**src/dsb_defs.vh**
```
/*
  Field positions, reset values and timing of the debug status/control
  byte and the breakpoint match register.
  Assumes inclusion by bare name from the design files.
*/
`ifndef DSB_DEFS_VH
`define DSB_DEFS_VH

// Status/control byte fields
`define DSB_BIT_PERMIT      3'd7
`define DSB_BIT_ACTIVE      3'd6
`define DSB_BIT_BKPT_EN     3'd5
`define DSB_BIT_FORCE_TAG   3'd4
`define DSB_BIT_CLK_SEL     3'd3
`define DSB_BIT_WAIT_STOP   3'd2
`define DSB_BIT_WS_FAIL     3'd1
`define DSB_BIT_DV_FAIL     3'd0

// Reset values
`define DSB_CTRL_RESET      8'h00
`define DSB_BKPT_RESET      16'h0000

// Widths
`define DSB_CTRL_W          8
`define DSB_ADDR_W          16

// Timing: answer latency of a register read command
`define DSB_READ_LAT_NS     4
`define DSB_CLK_PERIOD_NS   4
`define DSB_READ_LAT_CYC    (`DSB_READ_LAT_NS / `DSB_CLK_PERIOD_NS)

`endif

```
**src/dsb_sync2.v**
```verilog
/*
  Two-flop level synchroniser.
  Assumes the input is a level from a foreign or gated clock domain.
*/
`timescale 1ns/1ps
`include "dsb_defs.vh"

module dsb_sync2
(
  // Clock and reset
  input  wire clk_sys,
  input  wire rst,
  // Level in and out
  input  wire async_in,
  output reg  sync_out
);

  reg meta;

  always @(posedge clk_sys or posedge rst)
  begin
    if (rst)
    begin
      meta     <= 1'b0;
      sync_out <= 1'b0;
    end
    else
    begin
      meta     <= async_in;
      sync_out <= meta;
    end
  end

endmodule // dsb_sync2

```
**src/dsb_bkpt_compare.v**
```verilog
/*
  Breakpoint address comparator.
  Assumes cpu_addr is valid whenever cpu_bus_cycle is high.
*/
`timescale 1ns/1ps
`include "dsb_defs.vh"

module dsb_bkpt_compare
#(
  parameter ADDR_W = `DSB_ADDR_W
)
(
  // Configuration
  input  wire              enable,
  input  wire [ADDR_W-1:0] match_addr,
  // CPU bus
  input  wire              cpu_bus_cycle,
  input  wire [ADDR_W-1:0] cpu_addr,
  // Result
  output wire              hit
);

  // Full-width compare on every bus cycle while enabled
  assign hit = enable & cpu_bus_cycle & (cpu_addr == match_addr);

endmodule // dsb_bkpt_compare

```
**src/dsb_status_ctrl.v**
```verilog
/*
  Debug status/control byte and hardware breakpoint match register of a
  single-wire background debug controller, with the breakpoint request
  logic toward the CPU.
  Assumes a command decoder on clk_sys that issues one-cycle command
  strobes, and a CPU that reports instruction boundaries, tagged opcodes
  reaching the end of its queue and its wait/stop state (from a gated
  low-power domain, hence synchronised).
*/
//
// Overview of operation
// - Status/control byte reached only by status-read and control-write commands.
// - Permit bit gates entry to halt mode; reset clears it, a control write outside halt mode loads it from bit 7.
// - Active flag is read-only, 1 only while halted awaiting commands.
// - Breakpoint enable clear disables the match, ignoring select and address.
// - Force select: address match halts at next instruction boundary.
// - Tag select: match tags the fetched opcode; halt if it executes.
// - Clock select resets to 0 (alternate clock); 1 selects bus clock.
// - In wait/stop memory access commands fail; background command still halts.
// - Wait/stop flag is 1 in wait/stop or after halting from it.
// - Wait/stop failure flag set when memory access collides with wait/stop.
// - Data-valid failure flag always reads 0 on this device.
// - Breakpoint register is 16 bits, reached only by its own commands.
// - Writes to the permit bit are ignored while halted.
// - The four status flags are never changed by the control write.
// - Breakpoint with permit clear raises a software interrupt instead.
`timescale 1ns/1ps
`include "dsb_defs.vh"

module dsb_status_ctrl
#(
  parameter ADDR_W = `DSB_ADDR_W
)
(
  // Clock and reset
  input  wire              clk_sys,
  input  wire              rst,
  // Serial command strobes from the command decoder
  input  wire              cmd_read_status,
  input  wire              cmd_write_control,
  input  wire [7:0]        cmd_ctrl_wdata,
  input  wire              cmd_breakpoint_read_command,
  input  wire              cmd_breakpoint_write_command,
  input  wire [ADDR_W-1:0] cmd_bkpt_wdata,
  input  wire              cmd_background,
  input  wire              cmd_go,
  input  wire              cmd_mem_access,
  // Register read answers
  output reg  [7:0]        status_rdata,
  output reg  [ADDR_W-1:0] bkpt_rdata,
  output reg               rdata_valid,
  // Command gating toward the decoder
  output wire              mem_access_ok,
  output reg               mem_access_fail,
  output wire              halt_cmds_allowed,
  // CPU interface
  input  wire              cpu_bus_cycle,
  input  wire [ADDR_W-1:0] cpu_addr,
  input  wire              cpu_opcode_fetch,
  input  wire              cpu_instr_boundary,
  input  wire              cpu_tag_at_end,
  input  wire              cpu_wait_stop,
  output wire              tag_opcode,
  output reg               enter_halt,
  output reg               swi_request,
  output wire              cpu_halted,
  // Communication clock choice
  output wire              comm_clock_select
);

  // Sequencer states
  localparam ST_RUN    = 2'b00;
  localparam ST_FORCE  = 2'b01;
  localparam ST_HALTED = 2'b10;

  reg  [1:0]        state;
  reg  [1:0]        next_state;
  reg               background_permit_bit;
  reg               hw_breakpoint_enable;
  reg               force_tag_select;
  reg               comm_clk_sel;
  reg               halted_from_ws;
  reg               wait_stop_failure_flag;
  reg  [ADDR_W-1:0] breakpoint_match_address;
  reg               next_enter;
  reg               next_swi;
  wire              wait_stop_sync;
  wire              bkpt_hit;
  wire              background_active_flag;
  wire              wait_stop_flag;
  wire              data_valid_failure_flag;
  wire              force_hit;
  wire              halt_event;
  wire              cmd_blocked;
  reg  [7:0]        status_byte;

  // CPU low-power state comes from a gated domain
  // Two edges late; a halt in that gap misses the sticky wait/stop part
  dsb_sync2 u_ws_sync
  (
    .clk_sys  (clk_sys),
    .rst      (rst),
    .async_in (cpu_wait_stop),
    .sync_out (wait_stop_sync)
  );

  // Hit is combinational so a tag lands on the same fetch cycle
  dsb_bkpt_compare #(.ADDR_W(ADDR_W)) u_cmp
  (
    .enable        (hw_breakpoint_enable),
    .match_addr    (breakpoint_match_address),
    .cpu_bus_cycle (cpu_bus_cycle),
    .cpu_addr      (cpu_addr),
    .hit           (bkpt_hit)
  );

  assign background_active_flag = (state == ST_HALTED);
  assign cpu_halted             = background_active_flag;
  assign wait_stop_flag = wait_stop_sync | halted_from_ws;
  // No slow memory, so this can never fail
  assign data_valid_failure_flag = 1'b0;
  assign comm_clock_select = comm_clk_sel;

  // Tag only on opcode fetches; force handled by the sequencer
  assign tag_opcode = bkpt_hit & ~force_tag_select
                      & cpu_opcode_fetch;
  assign force_hit  = bkpt_hit & force_tag_select;

  // Memory access commands are dead during wait/stop; once
  // halted the CPU has left it, so they work again
  assign cmd_blocked       = wait_stop_sync & ~background_active_flag;
  assign mem_access_ok     = ~cmd_blocked;
  assign halt_cmds_allowed = background_active_flag;

  // Placed by field position so the bit map lives in the header
  always @*
  begin
    status_byte                     = `DSB_CTRL_RESET;
    status_byte[`DSB_BIT_PERMIT]    = background_permit_bit;
    status_byte[`DSB_BIT_ACTIVE]    = background_active_flag;
    status_byte[`DSB_BIT_BKPT_EN]   = hw_breakpoint_enable;
    status_byte[`DSB_BIT_FORCE_TAG] = force_tag_select;
    status_byte[`DSB_BIT_CLK_SEL]   = comm_clk_sel;
    status_byte[`DSB_BIT_WAIT_STOP] = wait_stop_flag;
    status_byte[`DSB_BIT_WS_FAIL]   = wait_stop_failure_flag;
    status_byte[`DSB_BIT_DV_FAIL]   = data_valid_failure_flag;
  end

  // Control write; status bits are not stored from the write data
  always @(posedge clk_sys or posedge rst)
  begin
    if (rst)
    begin
      background_permit_bit <= 1'b0;
      hw_breakpoint_enable  <= 1'b0;
      force_tag_select      <= 1'b0;
      comm_clk_sel          <= 1'b0;
    end
    else if (cmd_write_control)
    begin
      // Would otherwise forbid the mode we are already in
      if (!background_active_flag)
        background_permit_bit <=
          cmd_ctrl_wdata[`DSB_BIT_PERMIT];
      hw_breakpoint_enable <= cmd_ctrl_wdata[`DSB_BIT_BKPT_EN];
      force_tag_select     <= cmd_ctrl_wdata[`DSB_BIT_FORCE_TAG];
      comm_clk_sel         <= cmd_ctrl_wdata[`DSB_BIT_CLK_SEL];
      // Flag bits of the write data are dropped here
    end
  end

  // Breakpoint match register, own commands only
  always @(posedge clk_sys or posedge rst)
  begin
    if (rst)
      breakpoint_match_address <= `DSB_BKPT_RESET;
    else if (cmd_breakpoint_write_command)
      breakpoint_match_address <= cmd_bkpt_wdata;
  end

  // Read answers, registered
  always @(posedge clk_sys or posedge rst)
  begin
    if (rst)
    begin
      status_rdata <= `DSB_CTRL_RESET;
      bkpt_rdata   <= `DSB_BKPT_RESET;
      rdata_valid  <= 1'b0;
    end
    else
    begin
      rdata_valid <= cmd_read_status | cmd_breakpoint_read_command;
      if (cmd_read_status)
        status_rdata <= status_byte;
      if (cmd_breakpoint_read_command)
        bkpt_rdata <= breakpoint_match_address;
    end
  end

  // Memory access collision with wait/stop; the set wins over the clear
  always @(posedge clk_sys or posedge rst)
  begin
    if (rst)
    begin
      wait_stop_failure_flag <= 1'b0;
      mem_access_fail        <= 1'b0;
    end
    else
    begin
      mem_access_fail <= cmd_mem_access & cmd_blocked;
      if (cmd_mem_access & cmd_blocked)
        wait_stop_failure_flag <= 1'b1;
      else if (cmd_mem_access)
        wait_stop_failure_flag <= 1'b0;
    end
  end

  // A halt request from either a tagged opcode or a forced match
  assign halt_event = cpu_tag_at_end
                      | (state == ST_FORCE & cpu_instr_boundary);

  always @*
  begin
    next_state = state;
    next_enter = 1'b0;
    next_swi   = 1'b0;
    case (state)
      ST_RUN:
      begin
        if (cmd_background & background_permit_bit)
        begin
          next_state = ST_HALTED;
          next_enter = 1'b1;
        end
        else if (cpu_tag_at_end)
        begin
          if (background_permit_bit)
          begin
            next_state = ST_HALTED;
            next_enter = 1'b1;
          end
          else
            next_swi = 1'b1;
        end
        else if (force_hit)
          next_state = ST_FORCE;
      end
      ST_FORCE:
      begin
        // Wait for the current instruction to finish before halting
        if (cmd_background & background_permit_bit)
        begin
          next_state = ST_HALTED;
          next_enter = 1'b1;
        end
        else if (halt_event)
        begin
          if (background_permit_bit)
          begin
            next_state = ST_HALTED;
            next_enter = 1'b1;
          end
          else
          begin
            next_state = ST_RUN;
            next_swi   = 1'b1;
          end
        end
      end
      ST_HALTED:
      begin
        // A second background command is ignored; only resume leaves
        if (cmd_go)
          next_state = ST_RUN;
      end
      default:
        next_state = ST_RUN;
    endcase
  end

  always @(posedge clk_sys or posedge rst)
  begin
    if (rst)
    begin
      state          <= ST_RUN;
      enter_halt     <= 1'b0;
      swi_request    <= 1'b0;
      halted_from_ws <= 1'b0;
    end
    else
    begin
      state       <= next_state;
      enter_halt  <= next_enter;
      swi_request <= next_swi;
      // Remember a halt taken out of wait/stop until resumed
      if (next_enter & wait_stop_sync)
        halted_from_ws <= 1'b1;
      else if (state == ST_HALTED & cmd_go)
        halted_from_ws <= 1'b0;
    end
  end

endmodule // dsb_status_ctrl

```
**config.mk**
```make
export PLATFORM = sky130hd
export DESIGN_NAME = dsb_status_ctrl
export DESIGN_NICKNAME = d
export VERILOG_FILES = /design/src/dsb_sync2.v /design/src/dsb_bkpt_compare.v /design/src/dsb_status_ctrl.v
export VERILOG_INCLUDE_DIRS = /design/src /design/src/src
export SDC_FILE = /design/constraint.sdc
export NUM_CORES = 1
export LEC_CHECK = 0
export ABC_AREA = 0
export BUFFER_PORTS_ARGS = -buffer_cell sky130_fd_sc_hd__buf_2
export CORE_MARGIN = 10
export CORE_UTILIZATION = 40
export DETAILED_ROUTE_END_ITERATION = 16
export GPL_TIMING_DRIVEN = 1
export PLACE_DENSITY = 0.76
export REMOVE_ABC_BUFFERS = 1
export SKIP_CTS_REPAIR_TIMING = 1
export SLEW_MARGIN = 5
export SYNTH_ARGS = -nofsm -noshare
export SYNTH_HDL_FRONTEND = slang
export SYNTH_SLANG_ARGS = --single-unit
```
**constraint.sdc**
```tcl
create_clock -name clk_sys -period 2.76 [get_ports clk_sys]
set_input_delay 0.69 -clock clk_sys [delete_from_list [all_inputs] [get_ports clk_sys]]
set_output_delay 0.69 -clock clk_sys [all_outputs]
set_load 0.01 [all_outputs]
```
==> results of run 1 <==
[cell families after synthesis]
group,after synthesis
muxes,42
AOI/OAI and AO/OA,8
xor gates and xnor gates,16
and+or+nand+nor,21
buffers and inverters,11
other,1
DFF,53
[layout by cell type (no fill, tap or decap), types with 2 or more instances in the layout]
master and instances:
clkbuf_8 5, nor3_1 2, nor2_1 4, nand2b_1 2, mux2_2 42, dfrtp_1 53, nand2_1 3, nor4_2 2
a21oi_1 3, xor2_1 15, inv_1 3, buf_2 81
[worst max-delay path: stages]
cell     delay [ps]
buf_2           100
xor2_1          130
nor4_1          380
nand3_1         190
nor2_1          120
buf_2           140
[layout make-up]
cell class	count	area (um^2)	share of cell area [%]
Sequential cell	53	1330	48.4
Multi-Input combinational cell	88	795	29.0
Timing Repair Buffer	82	413	15.1
Tap cell	70	87.6	3.20
Clock buffer	5	68.8	2.51
Clock inverter	2	35.0	1.28
Inverter	4	15.0	0.548
[cells in the mapped netlist, drive strengths merged]
cell	count
nor2b	1
nand2b	2
nand3b	1
nand3	1
xnor2	1
inv	4
o21bai	1
dfrtp	53
nand2	3
conb	1
a22o	1
a21o	1
buf	7
o21ai	1
nand4b	1
and3	1
a21oi	3
nor2	4
nand4	1
a211oi	1
or2	1
xor2	15
nor3	2
mux2	42
nor4	3
[through the flow]
stage / hold slack, ps / utilization [%] / std cells
floorplan: 331 / - / 145
global placement: 337 / 50.6 / 297
detailed placement: 337 / 50.6 / 297
CTS: 357 / 52.6 / 304
global route: 366 / 52.6 / 304
finish: 353 / 52.6 / 304
[final timing paths]
path,cells past startpoint,slack (ps),startpoint,endpoint
min reg2reg,0,350,u_ws_sync.meta,u_ws_sync.sync_out
max in group asynchronous,3,1750,rst,status_rdata[7]
max reg2reg,4,1390,breakpoint_match_address[15],state[0]
min,0,350,u_ws_sync.meta,u_ws_sync.sync_out
max,6,310,cpu_addr[15],tag_opcode
min in group asynchronous,3,550,rst,bkpt_rdata[12]
[where the power goes]
group / switching (mW) / leakage, nW / internal, mW / total [mW]
clock network: 0.241 / 0.0540 / 0.264 / 0.505
registers: 0.0820 / 0.628 / 0.907 / 0.989
logic: 0.212 / 0.645 / 0.217 / 0.429
[registers in the layout, summed over array words and instances (netlist names), 2 cells and up]
signal / flops
bkpt_rdata: 16
breakpoint_match_address: 16
state: 2
status_rdata: 7
[routing by layer]
layer	wire (um)	vias up
met4	59	0
met2	2460	45
met3	483	5
li1	-	682
met1	2070	681
met5	0	-
==> impl_metrics.ini, run 1 <==
[sta]
rsz0062_at_grt = false
slew_viol_final = 0
final.setup.tns_ps = 0
min_period_ps = 2450
setup_viol = 0
hold_viol = 0
fmax_mhz = 408
tightest_slew_ps = 669
slew_headroom_pct = 55.4
fin_crit_sh_pct = 88.8
setup_ws_ps = 309
fin_skew_ps = 7.83

[route]
first_pass_iters = 3
drt_iter0_drc = 24
num_vias = 1413
drcViolationCount = 0
wl_mm = 5.08
antenna_left = 0
drt-wirelength-per-cell_um = 16.7
via_per_inst = 4.65

[synthesis]
synthAdderAreaFrac_pct = 0
post_synth_and_or_nand_nor_area_fraction_pct = 5.81
synthMuxAreaShare_pct = 21.7
postSynthCellCount = 152
synth_top_area_share_pct = 61.0
synth_area_leaders = dfrtp_1, mux2_2, xor2_1
ys_seq_area_share_pct = 61.0
synth_cell_types = 27
synth_compound_area_share_pct = 2.36
yosysWarnings = 0
syn_avg_cell_area_um2 = 14.3
synth_area_leader_cell = dfrtp_1
synth_area_um2 = 2180
synth-seq-cells = 53
synth_xor_area_share_pct = 6.44
synth_top_family_by_area = multiplexers

[die]
core-area_um2 = 5200
fp.dieH_um = 93.8
die_x_um = 93.8
rows = 26
dieArea_um2 = 8790
start_util_pct = 41.8
ios = 87

[grt]
grt_util_met3_pct = 6.24
grt_max_degree = 54
use_met2_pct = 19.0
antenna_found_initial = 0
grt_pass1_wl_mm = 8.06
grt.busiest_layer = met2
overflow = 0
grt.total_usage_pct = 11.8
grt_pass1_vias = 1602
use_met1_pct = 13.1

[final_layout]
nNetsFinal = 288
n_antenna_cell = 0
drive_gt1_share_pct = 57.7
fillers = 476
post-route-cell-area_um2 = 2740
synthToLayoutAreaGrowth_pct = 25.9

[cts]
cts_tree = done
clk_latency_ps = 300
root_buffer = clkbuf_8
clk_pin_slew_worst_paths_ps = 80
clockBufferDepth = 2
clock_sinks = 53
cts_made_buffers = 5
htreeDepth = 2

[run_status]
status = completed

[power_and_ir_drop]
finalPower_mw = 1.92
p_leak_nw = 1.33
peakVddDrop_uv = 372
powerDensity_nw_per_um2 = 702

[min_path]
hp-class = register to register

[setup_path]
crit_fanout = 2
cp.arrival_ps = 1760
required_ps = 2070
setup.worst_path.end_class = output port
worst-setup-path-type = input port to output port
crit_path_start_kind = input port

[place]
dp_slack_ps = 281
gp_congestion = 0.798
post_dp_cell_area_um2 = 2640
hpwl_mm = 3.90
io_buffers = 81

[flow_run]
maxCapViolations = 0
Power figures use the tool's default switching activity.
==> inputs of run 2 (changes only) <==
==> constraint.sdc (replaced) <==
create_clock -name clk_sys -period 3.1 [get_ports clk_sys]
set_input_delay 0.775 -clock clk_sys [delete_from_list [all_inputs] [get_ports clk_sys]]
set_output_delay 0.775 -clock clk_sys [all_outputs]
set_load 0.01 [all_outputs]
==> run 2 against run 1 <==
  * Critical path depth is the same
  * Cell count grew 0.33%
  * Routed wire length down 5.5%
  * Clock skew is essentially flat
  * Sequential power fell by 11%
  * Worst hold slack improved by 0.64 ps
  * Flip-flop and latch count is the same
  * Register-to-register slack improved by 380 ps
==> impl_metrics.ini, run 2 (same netlist as run 1, synthesis figures left out) <==
[route]
drt_iter0_drc = 44
drcViolationCount = 0
num_vias = 1430
via_per_inst = 4.69
wl_mm = 4.80
drt-wirelength-per-cell_um = 15.7
first_pass_iters = 4
antenna_left = 0

[power_and_ir_drop]
pwr-share-comb_pct = 23.1
intPower_mw = 1.18
p_sw_share_pct = 27.7
p_sw_mw = 0.452
p_leak_nw = 1.32
peakVddDrop_uv = 302
p_seq_share_pct = 53.8
powerDensity_nw_per_um2 = 598
p_clk_share_pct = 23.1

[setup_path]
timing.critical_path.buf_inv = 2
required_ps = 2320
cp.arrival_ps = 1820
worst-setup-path-type = input port to output port
crit_fanout = 2
cpLargestDelayFamily = simple AND/OR/NAND/NOR gates
reg2reg_from = breakpoint_match_address[15]
crit_slowest_cell = nor4_1
path_common_cell = buf_2
critical_path.startpoint = cpu_addr[15]
cp_slowest_stage_delay_ps = 360
crit_path_start_kind = input port
setup.worst_path.end_class = output port
crit_chain = buf_2, xor2_1, nor4_1, nand3_1, nor2_1, buf_2

[final_layout]
finalNonFillerCells = 305
n_antenna_cell = 0
drive_gt1_share_pct = 57.4
post-route-cell-area_um2 = 2730
top_regs = bkpt_rdata: 16 flops, breakpoint_match_address: 16 flops, status_rdata: 7 flops
nNetsFinal = 289
layout_commonest_cell = buf_2
synthToLayoutAreaGrowth_pct = 25.5
final_cell_mix = buf_2, dfrtp_1, mux2_2

[sta]
fin_crit_sh_pct = 83.8
slew_viol_final = 0
min_period_ps = 2600
hold-worst-slack_ps = 354
setup_viol = 0
fmax_mhz = 385
rsz0062_at_grt = false
fin_skew_ps = 7.88
final.setup.tns_ps = 0
hold_viol = 0

[die]
ios = 87
core-area_um2 = 5200
start_util_pct = 41.8
die_x_um = 93.8
fp.dieH_um = 93.8
dieArea_um2 = 8790
rows = 26

[min_path]
min-delay-start = u_ws_sync.meta
hp-class = register to register

[place]
post_dp_cell_area_um2 = 2640
hpwl_mm = 3.83
placed_cells = 298
gp_congestion = 0.787
io_buffers = 81

[cts]
clk_pin_slew_worst_paths_ps = 80
root_buffer = clkbuf_8
cts_made_buffers = 5
clock_sinks = 53
clockBufferDepth = 2
cts_tree = done
clk_latency_ps = 290
htreeDepth = 2

[grt]
antenna_found_initial = 0
grt.total_usage_pct = 11.1
grt_pass1_wl_mm = 7.75
overflow = 0
grt_pass1_vias = 1559
grt_max_degree = 30

[run_status]
status = completed

[flow_run]
maxCapViolations = 0
-- run 2: path summary, 6_finish.rpt --
path,cells after the start,slack (ps),end
hold / removal,0,350,u_ws_sync.sync_out
min in group asynchronous,3,510,breakpoint_match_address[2]
max in group asynchronous,3,2280,status_rdata[7]
setup / recovery,6,500,tag_opcode
setup reg to reg,4,1770,state[0]
hold reg to reg,0,350,u_ws_sync.sync_out
-- run 2: layout make-up --
type	instances	area [um^2]
Clock buffer	7	86.3
Fill cell	476	2470
Sequential cell	53	1330
Timing Repair Buffer	83	420
Inverter	4	15.0
Multi-Input combinational cell	88	795
Tap cell	70	87.6
-- run 2: power by group through the flow --
| stage | combinational (mW) | sequential, mW | clock (mW) |
|---|---|---|---|
| floorplan | 0.182 | 0.916 | 0 |
| global placement | 0.382 | 0.885 | 0 |
| detailed placement | 0.389 | 0.893 | 0 |
| CTS | 0.390 | 0.879 | 0.402 |
| global route | 0.416 | 0.894 | 0.423 |
| finish | 0.377 | 0.878 | 0.376 |
-- run 2: through the flow --
step / total power [mW] / setup WS [ps] / utilization [%]
finish: 1.63 / 502 / 52.5
global route: 1.73 / 394 / 52.5
detailed placement: 1.28 / 430 / 50.8
CTS: 1.67 / 420 / 52.5
global placement: 1.27 / 451 / 50.8
floorplan: 1.10 / 833 / -
-- run 2: per-layer routing --
layer	wire (um)	up-vias	GRT usage [%]
li1	-	686	-
met3	537	2	6.31
met4	23	0	3.04
met1	1920	692	12.3
met2	2310	50	17.7
met5	0	-	0
-- run 2: worst reg2reg max path, cell delays in order (launching register included) --
cell	delay (ps)
dfrtp_1	410
xor2_1	170
nor4_1	360
nand3_1	190
o21ai_1	150
